==> src/include/cic_regs.svh <==
// Register offsets, field positions and reset values of the interrupt control block
//
// Behaviour
// (RULE_01) External pin enable set lets a pin event raise an interrupt; clear masks it.
// (RULE_02) Port change enable set lets an upper port change raise an interrupt.
// (RULE_03) Timer0 overflow sets its flag; only software writing zero clears it.
// (RULE_04) External pin event sets its flag; it holds until software clears it.
// (RULE_05) Any change on upper port pins 7..4 sets the port change flag.
// (RULE_06) Mismatch stays until port is read; flag keeps re-setting meanwhile.
// (RULE_07) Software reads the port before clearing the port change flag.
// (RULE_08) Flags set on their events regardless of any enable bit.
// (RULE_09) Peripheral interrupts reach the core only with peripheral enable bit 6 set.
// (RULE_10) Edge select one means rising edge, zero means falling edge.
// (RULE_11) Core interrupt needs global enable and an enabled set flag; peripherals need group enable.
`ifndef CIC_REGS_SVH
`define CIC_REGS_SVH

// ----------------------------------------------------------------
// Register offsets (byte addresses) and the control register word index
// ----------------------------------------------------------------
`define CIC_INTERRUPT_CONTROL_IDX 8'h0B
`define CIC_INTERRUPT_CONTROL_OFF 8'h2C
`define CIC_PORT_SNAPSHOT_OFF     8'h40
`define CIC_EDGE_CONFIG_OFF       8'h44

// ----------------------------------------------------------------
// Field positions of interrupt_control and the edge select bit of edge config
// ----------------------------------------------------------------
`define CIC_BIT_GLOBAL_EN   7
`define CIC_BIT_PERIPH_EN   6
`define CIC_BIT_TIMER_ZERO_COUNT_EN     5
`define CIC_BIT_EXT_EN      4
`define CIC_BIT_PORT_EN     3
`define CIC_BIT_TIMER_ZERO_COUNT_FLAG   2
`define CIC_BIT_EXT_FLAG    1
`define CIC_BIT_PORT_FLAG   0
`define CIC_BIT_EDGE_SELECT 0

// ----------------------------------------------------------------
// Reset values
// ----------------------------------------------------------------
`define CIC_INTERRUPT_CONTROL_RST 8'h00
`define CIC_EDGE_CONFIG_RST       1'b1
`define CIC_PORT_SNAPSHOT_RST     4'h0

// ----------------------------------------------------------------
// Timing counts
// ----------------------------------------------------------------
`define CIC_SYNC_FILL_CYCLES      2'h3

`endif

==> src/include/cic_pkg.sv <==
// Types shared by the interrupt control block
package cic_pkg;
  typedef logic [7:0]  cic_byte_t;
  typedef logic [31:0] cic_word_t;
  typedef logic [3:0]  cic_nibble_t;
endpackage

==> src/rtl/cic_core.sv <==
// Core interrupt control and flag register with APB slave
`timescale 1ns/1ps
`default_nettype none
`include "cic_regs.svh"

module cic_core
(
  input  wire logic                clk,
  input  wire logic                rst,
  input  wire logic                psel,
  input  wire logic                penable,
  input  wire logic                pwrite,
  input  wire logic [7:0]          paddr,
  input  wire cic_pkg::cic_word_t  pwdata,
  output logic                     pready,
  output cic_pkg::cic_word_t       prdata,
  output logic                     pslverr,
  input  wire logic                timer0_overflow,
  input  wire logic                ext_irq_pin,
  input  wire cic_pkg::cic_nibble_t upper_port_pins,
  input  wire logic                second_port_read,
  input  wire logic                periph_irq_pending,
  output logic                     core_irq
);
  import cic_pkg::*;

  // ----------------------------------------------------------------
  // Pin synchronisers
  // ----------------------------------------------------------------
  logic        ext_meta;
  logic        ext_sync;
  logic        ext_prev;
  cic_nibble_t port_meta;
  cic_nibble_t port_sync;
  logic        next_ext_meta;
  logic        next_ext_sync;
  logic        next_ext_prev;
  cic_nibble_t next_port_meta;
  cic_nibble_t next_port_sync;

  always_comb
  begin
    next_ext_meta  = ext_irq_pin;
    next_ext_sync  = ext_meta;
    next_ext_prev  = ext_sync;
    next_port_meta = upper_port_pins;
    next_port_sync = port_meta;
  end

  always_ff @(posedge clk)
  begin
    if (rst)
    begin
      ext_meta  <= 1'b0;
      ext_sync  <= 1'b0;
      ext_prev  <= 1'b0;
      port_meta <= 4'h0;
      port_sync <= 4'h0;
    end
    else
    begin
      ext_meta  <= next_ext_meta;
      ext_sync  <= next_ext_sync;
      ext_prev  <= next_ext_prev;
      port_meta <= next_port_meta;
      port_sync <= next_port_sync;
    end
  end

  // ----------------------------------------------------------------
  // Synchroniser fill after reset
  // ----------------------------------------------------------------
  // Edges are ignored until the previous-sample flop holds a real pin value
  logic [1:0] fill_cnt;
  logic [1:0] next_fill_cnt;
  logic       sync_primed;

  always_comb
  begin
    sync_primed   = (fill_cnt == `CIC_SYNC_FILL_CYCLES);
    next_fill_cnt = sync_primed ? fill_cnt : fill_cnt + 2'h1;
  end

  always_ff @(posedge clk)
  begin
    if (rst)
    begin
      fill_cnt <= 2'h0;
    end
    else
    begin
      fill_cnt <= next_fill_cnt;
    end
  end

  // ----------------------------------------------------------------
  // APB decode
  // ----------------------------------------------------------------
  logic wr_access;
  logic rd_access;
  logic hit_ctrl;
  logic hit_snap;
  logic hit_edge;

  always_comb
  begin
    hit_ctrl  = (paddr == `CIC_INTERRUPT_CONTROL_OFF);
    hit_snap  = (paddr == `CIC_PORT_SNAPSHOT_OFF);
    hit_edge  = (paddr == `CIC_EDGE_CONFIG_OFF);
    wr_access = psel && penable && pwrite;
    rd_access = psel && penable && !pwrite;
    pready    = 1'b1;
    pslverr   = psel && penable && !(hit_ctrl || hit_snap || hit_edge);
  end

  // ----------------------------------------------------------------
  // Helpers
  // ----------------------------------------------------------------
  // Edge of the chosen polarity between two samples
  function automatic logic edge_seen
  (
    input logic now_level,
    input logic last_level,
    input logic rising
  );
    edge_seen = rising ? (now_level && !last_level)
                       : (!now_level && last_level);
  endfunction

  // Read value of a mapped register, zero elsewhere
  function automatic cic_word_t read_mux
  (
    input logic [7:0]  addr,
    input cic_byte_t   ctrl_value,
    input cic_nibble_t port_value,
    input logic        edge_value
  );
    read_mux = '0;
    if (addr == `CIC_INTERRUPT_CONTROL_OFF)
    begin
      read_mux = {24'h00_0000, ctrl_value};
    end
    else if (addr == `CIC_PORT_SNAPSHOT_OFF)
    begin
      read_mux = {28'h000_0000, port_value};
    end
    else if (addr == `CIC_EDGE_CONFIG_OFF)
    begin
      read_mux = {31'h0000_0000, edge_value};
    end
  endfunction

  // ----------------------------------------------------------------
  // Edge select
  // ----------------------------------------------------------------
  logic edge_select;
  logic next_edge_select;

  always_comb
  begin
    next_edge_select = edge_select;
    if (wr_access && hit_edge)
    begin
      next_edge_select = pwdata[`CIC_BIT_EDGE_SELECT];
    end
  end

  always_ff @(posedge clk)
  begin
    if (rst)
    begin
      edge_select <= `CIC_EDGE_CONFIG_RST;
    end
    else
    begin
      edge_select <= next_edge_select;
    end
  end

  // ----------------------------------------------------------------
  // Port snapshot
  // ----------------------------------------------------------------
  cic_nibble_t port_snapshot;
  cic_nibble_t next_port_snapshot;
  logic        port_refresh;

  always_comb
  begin
    // A port read, direct or over the bus, ends the mismatch
    port_refresh       = second_port_read || (rd_access && hit_snap);
    next_port_snapshot = port_refresh ? port_sync : port_snapshot; // see RULE_06
  end

  always_ff @(posedge clk)
  begin
    if (rst)
    begin
      port_snapshot <= `CIC_PORT_SNAPSHOT_RST;
    end
    else
    begin
      port_snapshot <= next_port_snapshot;
    end
  end

  // ----------------------------------------------------------------
  // Pin event detection
  // ----------------------------------------------------------------
  logic ext_event;
  logic port_mismatch;

  always_comb
  begin
    ext_event     = sync_primed && edge_seen(ext_sync, ext_prev, edge_select); // see RULE_10
    // Mismatch holds until the port is read
    port_mismatch = (port_sync != port_snapshot); // see RULE_05, RULE_06
  end

  // ----------------------------------------------------------------
  // Control register
  // ----------------------------------------------------------------
  cic_byte_t ctrl;
  cic_byte_t next_ctrl;

  always_comb
  begin
    next_ctrl = ctrl;
    if (wr_access && hit_ctrl)
    begin
      next_ctrl = pwdata[7:0];
    end
    // Hardware sets win over a software clear in the same cycle
    if (timer0_overflow)
    begin
      next_ctrl[`CIC_BIT_TIMER_ZERO_COUNT_FLAG] = 1'b1; // see RULE_03, RULE_08
    end
    if (ext_event)
    begin
      next_ctrl[`CIC_BIT_EXT_FLAG] = 1'b1; // see RULE_04, RULE_08
    end
    if (port_mismatch)
    begin
      next_ctrl[`CIC_BIT_PORT_FLAG] = 1'b1; // see RULE_05, RULE_06, RULE_08
    end
  end

  always_ff @(posedge clk)
  begin
    if (rst)
    begin
      ctrl <= `CIC_INTERRUPT_CONTROL_RST;
    end
    else
    begin
      ctrl <= next_ctrl;
    end
  end

  // ----------------------------------------------------------------
  // Read data
  // ----------------------------------------------------------------
  cic_word_t next_prdata;

  always_comb
  begin
    // Captured in the setup phase so the word stands through the access phase
    next_prdata = '0;
    if (psel && !penable && !pwrite)
    begin
      next_prdata = read_mux(paddr, ctrl, port_sync, edge_select);
    end
  end

  always_ff @(posedge clk)
  begin
    if (rst)
    begin
      prdata <= '0;
    end
    else
    begin
      prdata <= next_prdata;
    end
  end

  // ----------------------------------------------------------------
  // Interrupt request to the core
  // ----------------------------------------------------------------
  logic next_core_irq;
  logic src_timer_zero_count;
  logic src_ext;
  logic src_port;
  logic src_periph;

  always_comb
  begin
    src_timer_zero_count   = ctrl[`CIC_BIT_TIMER_ZERO_COUNT_EN] && ctrl[`CIC_BIT_TIMER_ZERO_COUNT_FLAG]; // see RULE_11
    src_ext    = ctrl[`CIC_BIT_EXT_EN] && ctrl[`CIC_BIT_EXT_FLAG]; // see RULE_01
    src_port   = ctrl[`CIC_BIT_PORT_EN] && ctrl[`CIC_BIT_PORT_FLAG]; // see RULE_02
    src_periph = ctrl[`CIC_BIT_PERIPH_EN] && periph_irq_pending; // see RULE_09
    next_core_irq = ctrl[`CIC_BIT_GLOBAL_EN]
                    && (src_timer_zero_count || src_ext || src_port || src_periph); // see RULE_11
  end

  always_ff @(posedge clk)
  begin
    if (rst)
    begin
      core_irq <= 1'b0;
    end
    else
    begin
      core_irq <= next_core_irq;
    end
  end

endmodule
`default_nettype wire

==> config.mk <==
export PLATFORM = sky130hd
export DESIGN_NAME = cic_core
export DESIGN_NICKNAME = d
export VERILOG_FILES = /design/src/include/cic_pkg.sv /design/src/rtl/cic_core.sv
export VERILOG_INCLUDE_DIRS = /design/src /design/src/include
export SDC_FILE = /design/constraint.sdc
export NUM_CORES = 1
export LEC_CHECK = 0
export BUFFER_PORTS_ARGS = -buffer_cell sky130_fd_sc_hd__clkbuf_2
export CORE_MARGIN = 2
export CORE_UTILIZATION = 43
export DETAILED_ROUTE_END_ITERATION = 8
export PLACE_DENSITY_LB_ADDON = 0.08
export SLEW_MARGIN = 25
export SYNTH_ARGS = -nofsm -noshare
export SYNTH_HDL_FRONTEND = slang
export SYNTH_SLANG_ARGS = --single-unit
==> constraint.sdc <==
create_clock -name clk -period 2.22 [get_ports clk]
set_input_delay 0.222 -clock clk [delete_from_list [all_inputs] [get_ports clk]]
set_output_delay 0.222 -clock clk [all_outputs]
set_load 0.01 [all_outputs]
==> results.yml <==
clock_network:
  clk_pin_slew_ns: 0.10
  post_cts_resize_count: 0
  cts_buffer_depth: 2
  cts_setup_buffers: 0
  htree_levels: 2
  cts_hold_buf: 0
  cts_sinks: 35
  numCtsBuffers: 5
  clock_latency_ns: 0.33
  cts_tree: "yes"
  root_buffer: "clkbuf_4"
cells_and_area:
  design_area_sq_um: 1740
  nNetsFinal: 250
  n_fill_cell: 327
  final_cell_mix: "clkbuf_2 (38), dfxtp_1 (35), conb_1 (25)"
  layout_commonest_cell: "clkbuf_2"
  diodes: 0
  area_delta_synth_final_pct: 13.2
  drive_above_1_share: 0.259
  layout.cells.non_filler: 243
logic_synthesis:
  synth_largest_area_cell: "dfxtp_1"
  synth_xor_area_frac: 0.0285
  synth_warnings: 0
  synth_top_family_by_area: "simple AND/OR/NAND/NOR gates"
  synthArstFlopShare: 0
  synth_compound_area_frac: 0.0570
  synth_edf_count: 0
  netlist_area_sq_um: 1540
  yosys.area_share.simple: 0.207
  ys_ff_latch: 35
  synth_fa_ha_area_frac: 0.00814
  yosysSeqAreaShare: 0.456
  synth_ff_type: "dfxtp_1"
  syn_avg_cell_area_sq_um: 9.85
  syn-instance-count: 156
  ys_top_cells_by_area: "dfxtp_1 (46%), buf_4 (12%), mux2i_1 (9.1%), nor2b_1 (4.5%), nor2_1 (3.9%)"
  yosysTopAreaCellShare: 0.456
  muxShareOfSynthArea: 0.0912
  ys_types: 37
placed_design:
  placed_cell_area_sq_um: 1670
  post-place-ws_ns: 0.376
  finalWeightedCongestion: 0.690
  dp_hpwl_microns: 2080
  io_buffers: 38
  dp.cells: 235
global_route:
  grt_use_total: 0.149
  grt_antenna_before_repair: 0
  grt_start_max_net_pins: 29
  grt_pass1_wl_microns: 4660
  grt_overflow: 0
  first_global_vias: 1064
routing:
  drc_errors: 0
  via_per_inst: 4.56
  route.vias.total: 1109
  wl_per_cell_microns: 11.2
  drt_iter0_drc: 32
  drt-pass1-iter-count: 4
  routed_wl_microns: 2720
  route.antenna.remaining_nets: 0
die:
  core-area_sq_um: 3390
  row_count: 21
  die_x_microns: 63.8
  die_h_microns: 63.8
  io-pin-count: 88
  dieArea_sq_um: 4070
  start_util: 0.453
sta:
  finalSetupViolations: 0
  period_share: 0.774
  worst_pin_slew_ns: 0.786
  period_minus_slack_ns: 1.72
  tns_ns: 0
  drv_slew: 0
  fin_ws_ns: 0.502
  rsz0062_at_grt: "no"
  fmax_mhz: 582
  whs_ns: 0.0921
  finalHoldViolCount: 0
  finClkSkew_ns: 0.00888
  max_slew_margin: 0.468
worst_setup_path:
  critPathLaunch: "paddr[5]"
  crit_buf_inv: 2
  criticalPathCategory: "primary input to output port"
  cp.arrival_ns: 1.50
  cp_cell_sequence: "clkbuf_2, or4b_1, nor2_1, nor4_1, clkbuf_2"
  required_ns: 2.00
  critPathTopFamily: "simple AND/OR/NAND/NOR gates"
  end_kind: "output port"
  timing.rr.start: "port_sync[3]$_SDFF_PP0_"
  worst_path_max_delay_cell: "or4b_1"
  crit_fanout: 5
  cp-start-kind: "primary input"
  crit_path_max_incr_delay_ns: 0.59
  worst_path_most_repeated_cell: "clkbuf_2"
flow_run:
  drv_cap: 0
pwr:
  p_leak_nw: 0.863
  power_density_nw_per_um2: 670
  ir_worst_vdd_uv: 354
hold_path:
  hp-start: "timer0_overflow"
  hp-class: "primary input to register"
outcome:
  status: "completed"
==> synthesized netlist by cell type, types with 2 or more instances <==
master and count:
a22oi_1 3, nand2_1 2, nor2_1 16, nor3b_1 2
dfxtp_1 35, clkbuf_1 2, nand2b_1 2, nor2b_1 11
nor3_1 2, xor2_1 5, and3_1 4, buf_4 25
conb_1 2, mux2i_1 14, inv_1 3, a21oi_1 3
nor4_1 5
==> state kept, by name (all words and copies together), names as in the netlist <==
| name | flops |
|---|---|
| ext_sync | 1 |
| ext_meta | 1 |
| core_irq | 1 |
| fill_cnt | 2 |
| ext_prev | 1 |
| next_port_sync | 4 |
| port_snapshot | 4 |
| prdata | 8 |
| ctrl | 8 |
| edge_select | 1 |
| port_sync | 4 |
==> layer usage <==
metal	global-route usage	wire length, microns
met1	0.174	1180
met2	0.247	1280
met5	0	0
met3	0.0528	218
met4	0.0652	47
==> area by class of cell <==
type / count / area (sq um) / area share
Multi-Input combinational cell: 111 / 696 / 0.400
Inverter: 3 / 11.3 / 0.00647
Sequential cell: 35 / 701 / 0.403
Clock buffer: 8 / 68.8 / 0.0396
Tap cell: 46 / 57.6 / 0.0331
Timing Repair Buffer: 40 / 205 / 0.118
==> worst register-to-register path, cell delays in order, from the launching register on <==
cell	delay (ns)
dfxtp_1	0.34
xor2_1	0.15
nor4_1	0.32
a21oi_1	0.11
==> cell families (layout without fill, tap and decap cells) <==
group	after synthesis	in the layout
buf+inv	33	51
other cells	2	25
simple gates	54	54
xor+xnor	5	5
fa+ha+maj	1	1
mux	14	14
compound gates	12	12
flops	35	35
==> where the power goes <==
part / internal [mW] / switching [mW] / leakage [nW]
Combinational: 0.0500 / 0.0650 / 0.539
Clock: 0.186 / 0.200 / 0.0386
Sequential: 0.650 / 0.0138 / 0.286
==> final timing paths <==
check / slack [ns] / endpoint / cells after the start
worst max-delay path: 0.50 / pslverr / 5
worst min-delay path: 0.09 / ctrl[2]$_SDFFE_PP0P_ / 3
worst max register to register: 1.19 / ctrl[0]$_SDFFE_PP0P_ / 3
worst min register to register: 0.44 / port_sync[3]$_SDFF_PP0_ / 1
==> stage by stage <==
step	utilization	total power, mW
2_1_floorplan	-	0.782
3_3_place_gp	0.493	0.788
3_5_place_dp	0.493	0.794
4_1_cts	0.513	1.18
5_1_grt	0.513	1.23
6_report	0.513	1.17
Note: power is estimated with default switching activity, not from simulation.
